File: src/lsc_regs.svh
`ifndef LSC_REGS_SVH
`define LSC_REGS_SVH

// ----------------------------------------------------------------
// Slave addresses chosen by the strap pin
// ----------------------------------------------------------------
`define LSC_ADDR_HI 7'h5c
`define LSC_ADDR_LO 7'h23

// ----------------------------------------------------------------
// Reset values
// ----------------------------------------------------------------
`define LSC_INTEG_RST 8'h45
`define LSC_RESULT_RST 16'h0000
`define LSC_INTEG_DEF_DEC 69

// ----------------------------------------------------------------
// Opcodes and opcode fields
// ----------------------------------------------------------------
`define LSC_OP_DOWN 8'h00
`define LSC_OP_ON 8'h01
`define LSC_OP_CLEAR 8'h07
`define LSC_OP_CONT_GRP 4'h1
`define LSC_OP_ONCE_GRP 4'h2
`define LSC_RES_CODE_ONE 4'h0
`define LSC_RES_CODE_HALF 4'h1
`define LSC_RES_CODE_FOUR 4'h3
`define LSC_OP_HI_TAG 5'h08
`define LSC_OP_LO_TAG 3'h3

// ----------------------------------------------------------------
// Timing
// ----------------------------------------------------------------
`define LSC_CLK_MHZ 100
`define LSC_H_TIME_US 120000
`define LSC_L_TIME_US 16000

`endif

File: src/lsc_pkg.sv
package lsc_pkg;

    // ------------------------------------------------------------
    // Serial bus states
    // ------------------------------------------------------------
    typedef enum logic [2:0] {
        BUS_IDLE = 3'b000,
        BUS_ADDR = 3'b001,
        BUS_ADDR_ACK = 3'b010,
        BUS_WR = 3'b011,
        BUS_WR_ACK = 3'b100,
        BUS_RD = 3'b101,
        BUS_RD_ACK = 3'b110,
        BUS_IGNORE = 3'b111
    } lsc_bus_st_t;

    // ------------------------------------------------------------
    // Operating modes and resolutions
    // ------------------------------------------------------------
    typedef enum logic [1:0] {
        MD_DOWN = 2'b00,
        MD_IDLE = 2'b01,
        MD_CONT = 2'b10,
        MD_ONCE = 2'b11
    } lsc_mode_t;

    typedef enum logic [1:0] {
        RES_ONE = 2'b00,
        RES_HALF = 2'b01,
        RES_FOUR = 2'b10
    } lsc_res_t;

    // ------------------------------------------------------------
    // Carriers
    // ------------------------------------------------------------
    typedef struct packed {
        logic ref_n;
        logic addr_sel;
        logic scl;
        logic sda;
    } lsc_pins_t;

    typedef struct packed {
        logic valid;
        logic [7:0] op;
    } lsc_cmd_t;

endpackage

File: src/lsc_light_sensor_port.sv
`timescale 1ns/1ps
`include "lsc_regs.svh"

module lsc_light_sensor_port
    import lsc_pkg::*;
#(
    parameter int H_UNIT_CYC =
        (`LSC_H_TIME_US * `LSC_CLK_MHZ) / `LSC_INTEG_DEF_DEC,
    parameter int L_UNIT_CYC =
        (`LSC_L_TIME_US * `LSC_CLK_MHZ) / `LSC_INTEG_DEF_DEC
) (
    input wire logic i_core_clk,
    input wire logic i_rst,
    input wire logic i_ref_n,
    input wire logic i_addr_sel,
    input wire logic i_scl,
    input wire logic i_sda,
    input wire logic [7:0] i_light_level,
    output logic o_sda_o,
    output logic o_sda_oe
);

    // ------------------------------------------------------------
    // Declarations
    // ------------------------------------------------------------
    localparam int TMR_W = 20;
    localparam logic [TMR_W-1:0] H_LEN = TMR_W'(H_UNIT_CYC - 1);
    localparam logic [TMR_W-1:0] L_LEN = TMR_W'(L_UNIT_CYC - 1);

    lsc_pins_t pins_in;   // Raw pins
    lsc_pins_t pins_s1;   // First sync stage, read only by s2
    lsc_pins_t pins_s2;   // Settled samples
    lsc_pins_t pins_d;    // Previous settled sample, for edges
    logic rst_all;        // Core reset or reference pin low
    logic scl_rise;
    logic scl_fall;
    logic start_det;
    logic stop_det;
    logic [6:0] my_addr;  // Address picked by the strap

    lsc_bus_st_t bus_st;
    logic [3:0] bit_cnt;  // Clock pulses seen in this byte
    logic [7:0] shreg;    // Incoming byte
    logic [7:0] tx;       // Outgoing byte, msb on the wire
    logic [15:0] rd_word; // Result snapshot for one read
    logic rw;             // Read bit of the address byte
    logic got_op;         // Opcode already taken this transfer
    logic master_ack;     // Host pulled data low at ack slot
    lsc_cmd_t cmd;        // Opcode strobe to the core

    lsc_mode_t mode;
    lsc_res_t res;
    logic [7:0] integ_time;   // Integration time register
    logic [15:0] result;      // Light result register
    logic [TMR_W-1:0] unit_tmr;
    logic [7:0] unit_cnt;     // Units integrated so far
    logic [17:0] acc;         // Running integration sum
    logic [17:0] contrib;
    logic [17:0] acc_next;
    logic [TMR_W-1:0] unit_len;
    logic active;
    logic unit_done;
    logic meas_done;
    logic op_meas;
    logic op_hi;
    logic op_lo;
    logic op_known;

    // ------------------------------------------------------------
    // Pin synchronisers and bus event detection
    // ------------------------------------------------------------
    assign pins_in = {i_ref_n, i_addr_sel, i_scl, i_sda};

    // Two stages for every pin; idle bus levels at reset
    always_ff @(posedge i_core_clk) begin
        if (i_rst) begin
            pins_s1 <= 4'hf;
            pins_s2 <= 4'hf;
            pins_d <= 4'hf;
        end else begin
            pins_s1 <= pins_in;
            pins_s2 <= pins_s1;
            pins_d <= pins_s2;
        end
    end

    // Reference pin acts as reset after sync; not filtered, one sampled low resets, 20 ns late
    assign rst_all = i_rst | ~pins_s2.ref_n;
    assign scl_rise = pins_s2.scl & ~pins_d.scl;
    assign scl_fall = ~pins_s2.scl & pins_d.scl;
    assign start_det = pins_s2.scl & pins_d.scl & pins_d.sda & ~pins_s2.sda;
    assign stop_det = pins_s2.scl & pins_d.scl & ~pins_d.sda & pins_s2.sda;
    assign my_addr = pins_s2.addr_sel ? `LSC_ADDR_HI : `LSC_ADDR_LO;

    // ------------------------------------------------------------
    // Serial slave
    // ------------------------------------------------------------
    // Data only ever pulled low, so the output level is a fixed zero
    always_ff @(posedge i_core_clk) begin
        o_sda_o <= 1'b0;
    end

    // Bit engine; data changes on the falling clock only
    always_ff @(posedge i_core_clk) begin
        cmd.valid <= 1'b0;
        if (rst_all) begin
            bus_st <= BUS_IDLE;
            bit_cnt <= 4'h0;
            shreg <= 8'h00;
            tx <= 8'h00;
            rd_word <= 16'h0000;
            rw <= 1'b0;
            got_op <= 1'b0;
            master_ack <= 1'b0;
            o_sda_oe <= 1'b0;
            cmd.op <= 8'h00;
        end else if (stop_det) begin
            // Stop frees the bus from any state
            bus_st <= BUS_IDLE;
            o_sda_oe <= 1'b0;
        end else if (start_det) begin
            // Start or repeated start
            bus_st <= BUS_ADDR;
            bit_cnt <= 4'h0;
            got_op <= 1'b0;
            o_sda_oe <= 1'b0;
        end else begin
            if (scl_rise) begin
                shreg <= {shreg[6:0], pins_s2.sda};
                bit_cnt <= bit_cnt + 4'h1;
                master_ack <= ~pins_s2.sda;
            end
            if (scl_fall) begin
                unique case (bus_st)
                    BUS_IDLE, BUS_IGNORE: begin
                        // Wait for start or stop
                    end
                    BUS_ADDR: begin
                        if (bit_cnt == 4'h8) begin
                            if (shreg[7:1] == my_addr) begin
                                o_sda_oe <= 1'b1;
                                rw <= shreg[0];
                                bus_st <= BUS_ADDR_ACK;
                            end else begin
                                bus_st <= BUS_IGNORE;
                            end
                        end
                    end
                    BUS_ADDR_ACK: begin
                        bit_cnt <= 4'h0;
                        if (rw) begin
                            // Snapshot keeps both bytes coherent
                            rd_word <= result;
                            tx <= result[15:8];
                            o_sda_oe <= ~result[15];
                            bus_st <= BUS_RD;
                        end else begin
                            o_sda_oe <= 1'b0;
                            bus_st <= BUS_WR;
                        end
                    end
                    BUS_WR: begin
                        if (bit_cnt == 4'h8) begin
                            if (!got_op) begin
                                o_sda_oe <= 1'b1;
                                got_op <= 1'b1;
                                cmd.valid <= 1'b1;
                                cmd.op <= shreg;
                                bus_st <= BUS_WR_ACK;
                            end else begin
                                // Second opcode before stop or repeated start is refused
                                bus_st <= BUS_IGNORE;
                            end
                        end
                    end
                    BUS_WR_ACK: begin
                        o_sda_oe <= 1'b0;
                        bit_cnt <= 4'h0;
                        bus_st <= BUS_WR;
                    end
                    BUS_RD: begin
                        if (bit_cnt == 4'h8) begin
                            o_sda_oe <= 1'b0;
                            bus_st <= BUS_RD_ACK;
                        end else begin
                            tx <= {tx[6:0], 1'b0};
                            o_sda_oe <= ~tx[6];
                        end
                    end
                    BUS_RD_ACK: begin
                        if (master_ack) begin
                            // Next byte is the other half: low after high, high after low
                            bit_cnt <= 4'h0;
                            rd_word <= {rd_word[7:0], rd_word[15:8]};
                            tx <= rd_word[7:0];
                            o_sda_oe <= ~rd_word[7];
                            bus_st <= BUS_RD;
                        end else begin
                            bus_st <= BUS_IGNORE;
                        end
                    end
                endcase
            end
        end
    end

    // ------------------------------------------------------------
    // Opcode decode
    // ------------------------------------------------------------
    assign op_meas = (cmd.op[7:4] == `LSC_OP_CONT_GRP ||
                      cmd.op[7:4] == `LSC_OP_ONCE_GRP) &&
                     (cmd.op[3:0] == `LSC_RES_CODE_ONE ||
                      cmd.op[3:0] == `LSC_RES_CODE_HALF ||
                      cmd.op[3:0] == `LSC_RES_CODE_FOUR);
    assign op_hi = cmd.op[7:3] == `LSC_OP_HI_TAG;
    assign op_lo = cmd.op[7:5] == `LSC_OP_LO_TAG;
    assign op_known = op_meas | op_hi | op_lo |
                      cmd.op == `LSC_OP_DOWN | cmd.op == `LSC_OP_ON |
                      cmd.op == `LSC_OP_CLEAR;

    // ------------------------------------------------------------
    // Integration timing
    // ------------------------------------------------------------
    // Conversion is integ_time units long in every mode
    assign unit_len = (res == RES_FOUR) ? L_LEN : H_LEN;
    assign active = (mode == MD_CONT) || (mode == MD_ONCE);
    assign unit_done = active && (unit_tmr == unit_len);
    assign meas_done = unit_done &&
                       ({1'b0, unit_cnt} + 9'h001 == {1'b0, integ_time});
    assign acc_next = acc + contrib;

    // Light per unit; half-lux counts twice, coarse mode a quarter
    always_comb begin
        unique case (res)
            RES_ONE: contrib = {10'h000, i_light_level};
            RES_HALF: contrib = {9'h000, i_light_level, 1'b0};
            RES_FOUR: contrib = {12'h000, i_light_level[7:2]};
            default: contrib = 18'h00000;
        endcase
    end

    // ------------------------------------------------------------
    // Mode, integration register and result
    // ------------------------------------------------------------
    // A command in the same cycle as a unit end wins; only a measurement command restarts the unit
    always_ff @(posedge i_core_clk) begin
        if (rst_all) begin
            mode <= MD_DOWN;
            res <= RES_ONE;
            integ_time <= `LSC_INTEG_RST;
            result <= `LSC_RESULT_RST;
            unit_tmr <= '0;
            unit_cnt <= 8'h00;
            acc <= 18'h00000;
        end else if (cmd.valid) begin
            if (cmd.op == `LSC_OP_DOWN) begin
                mode <= MD_DOWN;
            end else if (cmd.op == `LSC_OP_ON) begin
                mode <= MD_IDLE;
            end else if (cmd.op == `LSC_OP_CLEAR) begin
                if (mode != MD_DOWN) begin
                    result <= `LSC_RESULT_RST;
                end
            end else if (op_meas) begin
                mode <= (cmd.op[7:4] == `LSC_OP_CONT_GRP) ?
                        MD_CONT : MD_ONCE;
                res <= (cmd.op[3:0] == `LSC_RES_CODE_FOUR) ? RES_FOUR :
                       (cmd.op[3:0] == `LSC_RES_CODE_HALF) ? RES_HALF :
                       RES_ONE;
                unit_tmr <= '0;
                unit_cnt <= 8'h00;
                acc <= 18'h00000;
            end else if (op_hi) begin
                integ_time[7:5] <= cmd.op[2:0];
            end else if (op_lo) begin
                integ_time[4:0] <= cmd.op[4:0];
            end
            // Any other code falls through unchanged
        end else if (unit_done) begin
            unit_tmr <= '0;
            if (meas_done) begin
                // Sum over integ_time units scales count and time
                result <= (|acc_next[17:16]) ? 16'hffff : acc_next[15:0];
                acc <= 18'h00000;
                unit_cnt <= 8'h00;
                if (mode == MD_ONCE) begin
                    mode <= MD_DOWN;
                end
            end else begin
                acc <= acc_next;
                unit_cnt <= unit_cnt + 8'h01;
            end
        end else if (active) begin
            unit_tmr <= unit_tmr + TMR_W'(1);
        end
    end

    // Cycle count kept apart from the unit counters, so a wrong
    // unit or end count shows up against the plain product
    logic [27:0] conv_cyc;   // Cycles since the conversion began
    logic conv_clean;        // No other command since it began

    // Restarts with each command and each result
    always_ff @(posedge i_core_clk) begin
        if (rst_all) begin
            conv_cyc <= 28'h0000000;
            conv_clean <= 1'b0;
        end else if (cmd.valid) begin
            // Other commands may shift the units; stop judging
            conv_cyc <= 28'h0000000;
            conv_clean <= op_meas;
        end else if (meas_done) begin
            conv_cyc <= 28'h0000000;
        end else begin
            conv_cyc <= conv_cyc + 28'h0000001;
        end
    end
endmodule

File: config.mk
export PLATFORM = sky130hd
export DESIGN_NAME = lsc_light_sensor_port
export DESIGN_NICKNAME = d
export VERILOG_FILES = /design/src/lsc_pkg.sv /design/src/lsc_light_sensor_port.sv
export VERILOG_INCLUDE_DIRS = /design/src
export SDC_FILE = /design/constraint.sdc
export NUM_CORES = 1
export LEC_CHECK = 0
export BUFFER_PORTS_ARGS = -buffer_cell sky130_fd_sc_hd__clkbuf_2
export CAP_MARGIN = 20
export CORE_MARGIN = 1
export CORE_UTILIZATION = 60
export CTS_BUF_LIST = sky130_fd_sc_hd__clkbuf_8
export CTS_CLUSTER_SIZE = 8
export DETAILED_ROUTE_END_ITERATION = 7
export HOLD_SLACK_MARGIN = 0.05
export PLACE_DENSITY = 0.83
export SYNTH_ARGS = -nofsm -noshare
export SYNTH_HDL_FRONTEND = slang
export SYNTH_SLANG_ARGS = --single-unit
File: constraint.sdc
create_clock -name i_core_clk -period 4.7 [get_ports i_core_clk]
set_input_delay 0.235 -clock i_core_clk [delete_from_list [all_inputs] [get_ports i_core_clk]]
set_output_delay 0.235 -clock i_core_clk [all_outputs]
set_load 0.005 [all_outputs]
==> results.sh, run 1 <==
export IMPL_finalMaxSlewViolations=0
export IMPL_coreArea_um2=11000
export IMPL_drt_iter0_markers=547
export IMPL_rr_endpoint="result[7]"
export IMPL_vias_per_cell=6.24
export IMPL_worstHoldStart="i_rst"
export IMPL_cp_num_buf_inv=0
export IMPL_detail_route_wl_per_cell_um=16.8
export IMPL_start_kind="flop"
export IMPL_min_period_ps=3820
export IMPL_worst_setup_path_type="reg2reg"
export IMPL_track_usage=0.284
export IMPL_start_util=0.627
export IMPL_fin_setup_tns_ps=0
export IMPL_drcViolationCount=0
export IMPL_synth_avg_cell_area_um2=8.46
export IMPL_clockBufferDepth=2
export IMPL_holdPathEnd="pins_d[0]"
export IMPL_grt_pass1_vias=5643
export IMPL_path_max_fanout=16
export IMPL_die_x_um=109
export IMPL_maxSlewHeadroom=0.341
export IMPL_grt_pass1_wl_um=26400
export IMPL_ys_types=69
export IMPL_maxCapViolCount=0
export IMPL_period_share=0.812
export IMPL_critPathTopFamily="compound AO/OA/AOI/OAI gates"
export IMPL_finalHoldViolCount=0
export IMPL_final_nets=834
export IMPL_synth_top_flop_cell="dfxtp_1"
export IMPL_place_port_buffers=14
export IMPL_max_stage_delay_ps=650
export IMPL_drtAntennaViolNets=0
export IMPL_power_density_nw_per_um2=303
export IMPL_ys_async_sr_fraction=0
export IMPL_final_cell_mix="135 x dfxtp_1, 107 x nor2_1, 68 x nand2_1, 51 x a21oi_1, 41 x mux2i_1"
export IMPL_synth_edff_count=0
export IMPL_routed_wl_um=16100
export IMPL_reg2reg_slack_ps=880
export IMPL_dpl_hpwl_um=11200
export IMPL_ir_drop_mv=0.269
export IMPL_rows=38
export IMPL_nFillCells=883
export IMPL_cp_slowest_cell="dfxtp_1"
export IMPL_numCtsBuffers=17
export IMPL_cts_sinks=135
export IMPL_status="finished clean"
export IMPL_layout_commonest_cell="dfxtp_1"
export IMPL_p_leak_nw=2.74
export IMPL_rsz0062_at_grt="false"
export IMPL_hold_slack_ps=129
export IMPL_worstSkewPairLatency_ps=450
export IMPL_utilization=0.677
export IMPL_post_cts_buffers=0
export IMPL_ioPinCount=16
export IMPL_cts_root_buffer="clkbuf_8"
export IMPL_tritoncts="yes"
export IMPL_drive_above_1_share=0.0879
export IMPL_grt_max_degree=74
export IMPL_gp_congestion=0.842
export IMPL_die_area_um2=11900
export IMPL_arrival_ps=4200
export IMPL_setup_violations=0
export IMPL_drt_pass1_iter_count=5
export IMPL_cp_cell_sequence="mux2i_1, o21ai_0, fa_1, a211o_1, a21oi_1, o31ai_1, and3_1, and3_1, a221oi_4, a221o_1"
export IMPL_num_vias=5985
export IMPL_cp_end_kind="flop"
export IMPL_worstMarginPinSlew_ps=988
export IMPL_fmax_ghz=0.262
export IMPL_synth_cell_area_um2=6880
export IMPL_seq_area_frac_synth=0.393
export IMPL_ff2ff_path_depth=10
export IMPL_grt_overflow=0
export IMPL_min_delay_path_depth=2
export IMPL_ys_warn_count=0
export IMPL_die_height_um=109
export IMPL_crit_path_frequent_cell="and3_1"
export IMPL_syn_nets=841
export IMPL_syn_to_final_growth_pct=8.13
export IMPL_htree_num_levels=4
export IMPL_ys_ff_latch=135
export IMPL_worstReg2RegStart="res[0]"
export IMPL_diodes=0
export IMPL_clock_skew_ps=9.76
export IMPL_syn_inst=813
export IMPL_clkTransAtPathRegs_ps=80
export IMPL_min_path_type="in2reg"
export IMPL_antenna_found_initial=0
export IMPL_critPathRequiredTime_ps=5090
## per-stage QoR
step | worst slack, ps | cells | area (um2) | power [mW]
2_1_floorplan | 1420 | 813 | 6880 | 1.23
3_3_place_gp | 1230 | 923 | 6980 | 1.25
3_5_place_dp | 1020 | 923 | 6980 | 1.26
4_1_cts | 983 | 959 | 7440 | 2.27
5_1_grt | 712 | 959 | 7440 | 2.33
6_report | 884 | 959 | 7440 | 2.25
## synth_stat cells (3+ instances only)
library cell / number / area, um2
o22ai_1: 8 / 50.1
nor4bb_1: 3 / 30.0
inv_1: 14 / 52.6
a21oi_1: 51 / 255
or3_1: 5 / 31.3
nor3b_1: 4 / 30.0
nor4_1: 8 / 50.1
and4_1: 6 / 52.6
nand2_1: 68 / 255
o211ai_1: 4 / 30.0
a211o_1: 9 / 78.8
and3b_1: 3 / 26.3
xor2_1: 25 / 219
o21ai_0: 29 / 145
a311oi_1: 6 / 52.6
a221o_1: 14 / 140
nand4_1: 8 / 50.1
o21ai_1: 3 / 15.0
mux2i_1: 41 / 410
buf_2: 3 / 15.0
nand3_1: 19 / 95.1
dfxtp_1: 135 / 2700
and3_1: 14 / 87.6
o21bai_1: 4 / 30.0
o21a_1: 4 / 30.0
nand3b_1: 3 / 22.5
a22oi_1: 14 / 105
nor2b_1: 11 / 68.8
a31oi_1: 11 / 68.8
xnor2_1: 12 / 105
clkbuf_1: 44 / 165
and2_1: 4 / 25.0
nor2_1: 107 / 402
nand2b_1: 13 / 81.3
nor3_1: 15 / 75.1
a211oi_1: 26 / 195
ha_1: 13 / 163
or2_2: 12 / 75.1
## power by group
part | internal (mW) | switching, mW
registers | 1.15 | 0.00564
clock network | 0.570 | 0.446
logic | 0.0275 | 0.0543
## layout make-up
type	instances	area [um2]	area share
tap	140	175	0.0235
sequential	135	2700	0.363
timing repair buffer	26	170	0.0229
inverter	14	52.6	0.00706
multi-input combinational	612	3920	0.527
clock buffer	17	234	0.0314
clock inverter	15	186	0.0251
## worst max path at each step
| stage | start | slack (ps) | cells past startpoint | end |
|---|---|---|---|---|
| after floorplan | res[0] | 1420 | 13 | result[10] |
| after global placement | res[1] | 1230 | 11 | result[5] |
| after detailed placement | res[0] | 1020 | 10 | result[7] |
| after CTS | res[0] | 980 | 10 | result[7] |
| after global routing | res[0] | 710 | 11 | result[7] |
| final | res[0] | 880 | 10 | result[7] |
## layer usage
layer / global-route usage / share of wire / up-vias / wire, um
met5: 0 / 0 / - / 0
met2: 0.474 / 0.49 / 178 / 7830
met1: 0.350 / 0.44 / 2839 / 7100
met3: 0.0729 / 0.051 / 36 / 820
li1: - / - / 2932 / -
met4: 0.108 / 0.020 / 0 / 321
## flip-flops by register name, indices dropped and copies added, names as in the netlist, 3 cells and up
register / count
acc: 18
integ_time: 8
rd_word: 16
result: 16
unit_cnt: 8
bus_st: 3
shreg: 8
bit_cnt: 4
unit_tmr: 20
pins_s2: 4
tx: 7
cmd: 9
pins_s1: 4
## logic make-up after synthesis
logic type | share of synthesized area
buffers and inverters | 0.0387
adder cells (fa/ha/maj) | 0.0265
XOR/XNOR | 0.0505
other | 0.000545
AND/OR/NAND/NOR | 0.221
AO/OA/AOI/OAI | 0.210
multiplexers | 0.0596
flip-flops | 0.393
## timing repair
item                                   CTS  global route
hold buffers                             4             0
gates resized for setup                  0             0
endpoints found under the hold margin    4             0
setup endpoints to repair                0             0
Power figures use the tool's default switching activity.
==> run 2: changes to the inputs <==
==> constraint.sdc (replaced) <==
create_clock -name i_core_clk -period 3.6 [get_ports i_core_clk]
set_input_delay 0.18 -clock i_core_clk [delete_from_list [all_inputs] [get_ports i_core_clk]]
set_output_delay 0.18 -clock i_core_clk [all_outputs]
set_load 0.005 [all_outputs]
==> run 2 against run 1 <==
  * Clock skew up 7.7 ps
  * Largest power group unchanged
  * Critical path type unchanged
  * Via count rose by 0.32%
  * Cell count grew 0.73%
  * Largest cell class unchanged
  * Combinational power up 31%
  * Die area is the same
==> results.sh, run 2 (synthesized netlist as in run 1, its figures left out) <==
export IMPL_min_path_type="in2reg"
export IMPL_dp_cells=926
export IMPL_dpl_hpwl_um=11000
export IMPL_track_usage=0.283
export IMPL_diodes=0
export IMPL_antenna_found_initial=0
export IMPL_maxUsedRoutingLayer="met4"
export IMPL_fin_setup_tns_ps=0
export IMPL_worst_setup_path_type="reg2reg"
export IMPL_final_nets=842
export IMPL_die_height_um=109
export IMPL_cp_end_kind="flop"
export IMPL_tritoncts="yes"
export IMPL_num_vias=6004
export IMPL_finalMaxSlewViolations=0
export IMPL_fmax_ghz=0.296
export IMPL_min_period_ps=3370
export IMPL_ioPinCount=16
export IMPL_maxCapViolCount=0
export IMPL_die_area_um2=11900
export IMPL_finalHoldViolCount=0
export IMPL_start_kind="flop"
export IMPL_grt_max_degree=42
export IMPL_numCtsBuffers=17
export IMPL_layout_commonest_cell="dfxtp_1"
export IMPL_path_max_fanout=16
export IMPL_post_cts_buffers=0
export IMPL_drt_pass1_iter_count=7
export IMPL_final_cell_mix="134 x dfxtp_1, 107 x nor2_1, 68 x nand2_1, 51 x a21oi_1, 41 x mux2i_1"
export IMPL_gp_congestion=0.907
export IMPL_routed_wl_um=15700
export IMPL_die_x_um=109
export IMPL_hold_slack_ps=350
export IMPL_layoutNonFillerInstCount=966
export IMPL_drive_above_1_share=0.0932
export IMPL_place_port_buffers=14
export IMPL_ir_drop_mv=0.437
export IMPL_largest_reg_flops=20
export IMPL_worstMarginPinSlew_ps=984
export IMPL_grt_overflow=0
export IMPL_p_leak_nw=2.78
export IMPL_top_register="unit_tmr"
export IMPL_top_regs="unit_tmr (20), acc (18)"
export IMPL_grt_pass1_vias=5631
export IMPL_rsz0062_at_grt="false"
export IMPL_wl_met2_um=7700
export IMPL_setup_violations=0
export IMPL_grt_pass1_wl_um=26300
export IMPL_worstSkewPairLatency_ps=460
export IMPL_routedLengthMet1_um=6960
export IMPL_reg2reg_slack_ps=230
export IMPL_clockBufferDepth=2
export IMPL_htree_num_levels=4
export IMPL_cts_sinks=135
export IMPL_utilization=0.688
export IMPL_critPathRequiredTime_ps=3940
export IMPL_detail_route_wl_per_cell_um=16.3
export IMPL_coreArea_um2=11000
export IMPL_arrival_ps=3710
export IMPL_cts_root_buffer="clkbuf_8"
export IMPL_status="finished clean"
export IMPL_drt_iter0_markers=334
export IMPL_clock_skew_ps=17.4
export IMPL_drcViolationCount=0
export IMPL_period_share=0.937
export IMPL_wl_met3_um=797
export IMPL_rows=38
export IMPL_vias_per_cell=6.22
export IMPL_start_util=0.627
export IMPL_power_density_nw_per_um2=402
export IMPL_drtAntennaViolNets=0
export IMPL_clkTransAtPathRegs_ps=70
export IMPL_maxSlewHeadroom=0.341
export IMPL_syn_to_final_growth_pct=9.82
[run 2: changes by cell type in the layout (fill, tap and decap cells not counted), sizes merged]
cell         before  now
inv              15   16
clkinv            8    2
dlygate4sd3       4    9
buf               8   11
clkbuf           31   35
[run 2: through the flow]
stage / total power [mW] / instance area [um2] / setup WS (ps)
after global placement: 1.63 / 7000 / 277
final: 3.04 / 7560 / 226
after detailed placement: 1.64 / 7000 / 100
after global routing: 3.13 / 7560 / 15.1
after floorplan: 1.61 / 6880 / 315
after CTS: 3.05 / 7550 / 55.7
[run 2: report_power, final]
group	internal (mW)	switching (mW)	leakage, nW
Sequential	1.50	0.00723	1.09
Combinational	0.0393	0.0678	1.46
Clock	0.829	0.595	0.225
Total	2.37	0.670	2.78
[run 2: repair_timing]
item                       CTS  global route
resized for setup            0             2
setup endpoints to repair    0            16
hold buffers                 9             0
hold endpoints to repair    10             0
[run 2: path summary, 6_finish.rpt]
| path | startpoint | endpoint | depth (start not counted) |
|---|---|---|---|
| setup / recovery | res[0] | result[11] | 11 |
| hold / removal | i_light_level[0] | result[0] | 5 |
| setup reg to reg | res[0] | result[11] | 11 |
| hold reg to reg | pins_s1[2] | pins_s2[2] | 1 |
[run 2: layout make-up]
cell class | count | area (um2)
sequential | 135 | 2700
tap | 140 | 175
clock buffer | 21 | 289
inverter | 14 | 52.6
timing repair buffer | 34 | 243
multi-input combinational | 612 | 3930
clock inverter | 10 | 166
fill | 852 | 3430
[run 2: worst max-delay path, stage by stage (launching register included)]
cell      delay [ps]
dfxtp_2          510
mux2i_1          240
o21ai_0          130
ha_1             420
a211o_1          200
a21oi_1          110
o31ai_1          610
and3_1           270
and3_1           210
a221oi_4          80
buf_4            210
a221o_1          270
[run 2: layer usage]
metal	global-route usage	up-vias
met3	0.0622	25
li1	-	2949
met2	0.472	183
met1	0.353	2847
met4	0.114	0
met5	0	-
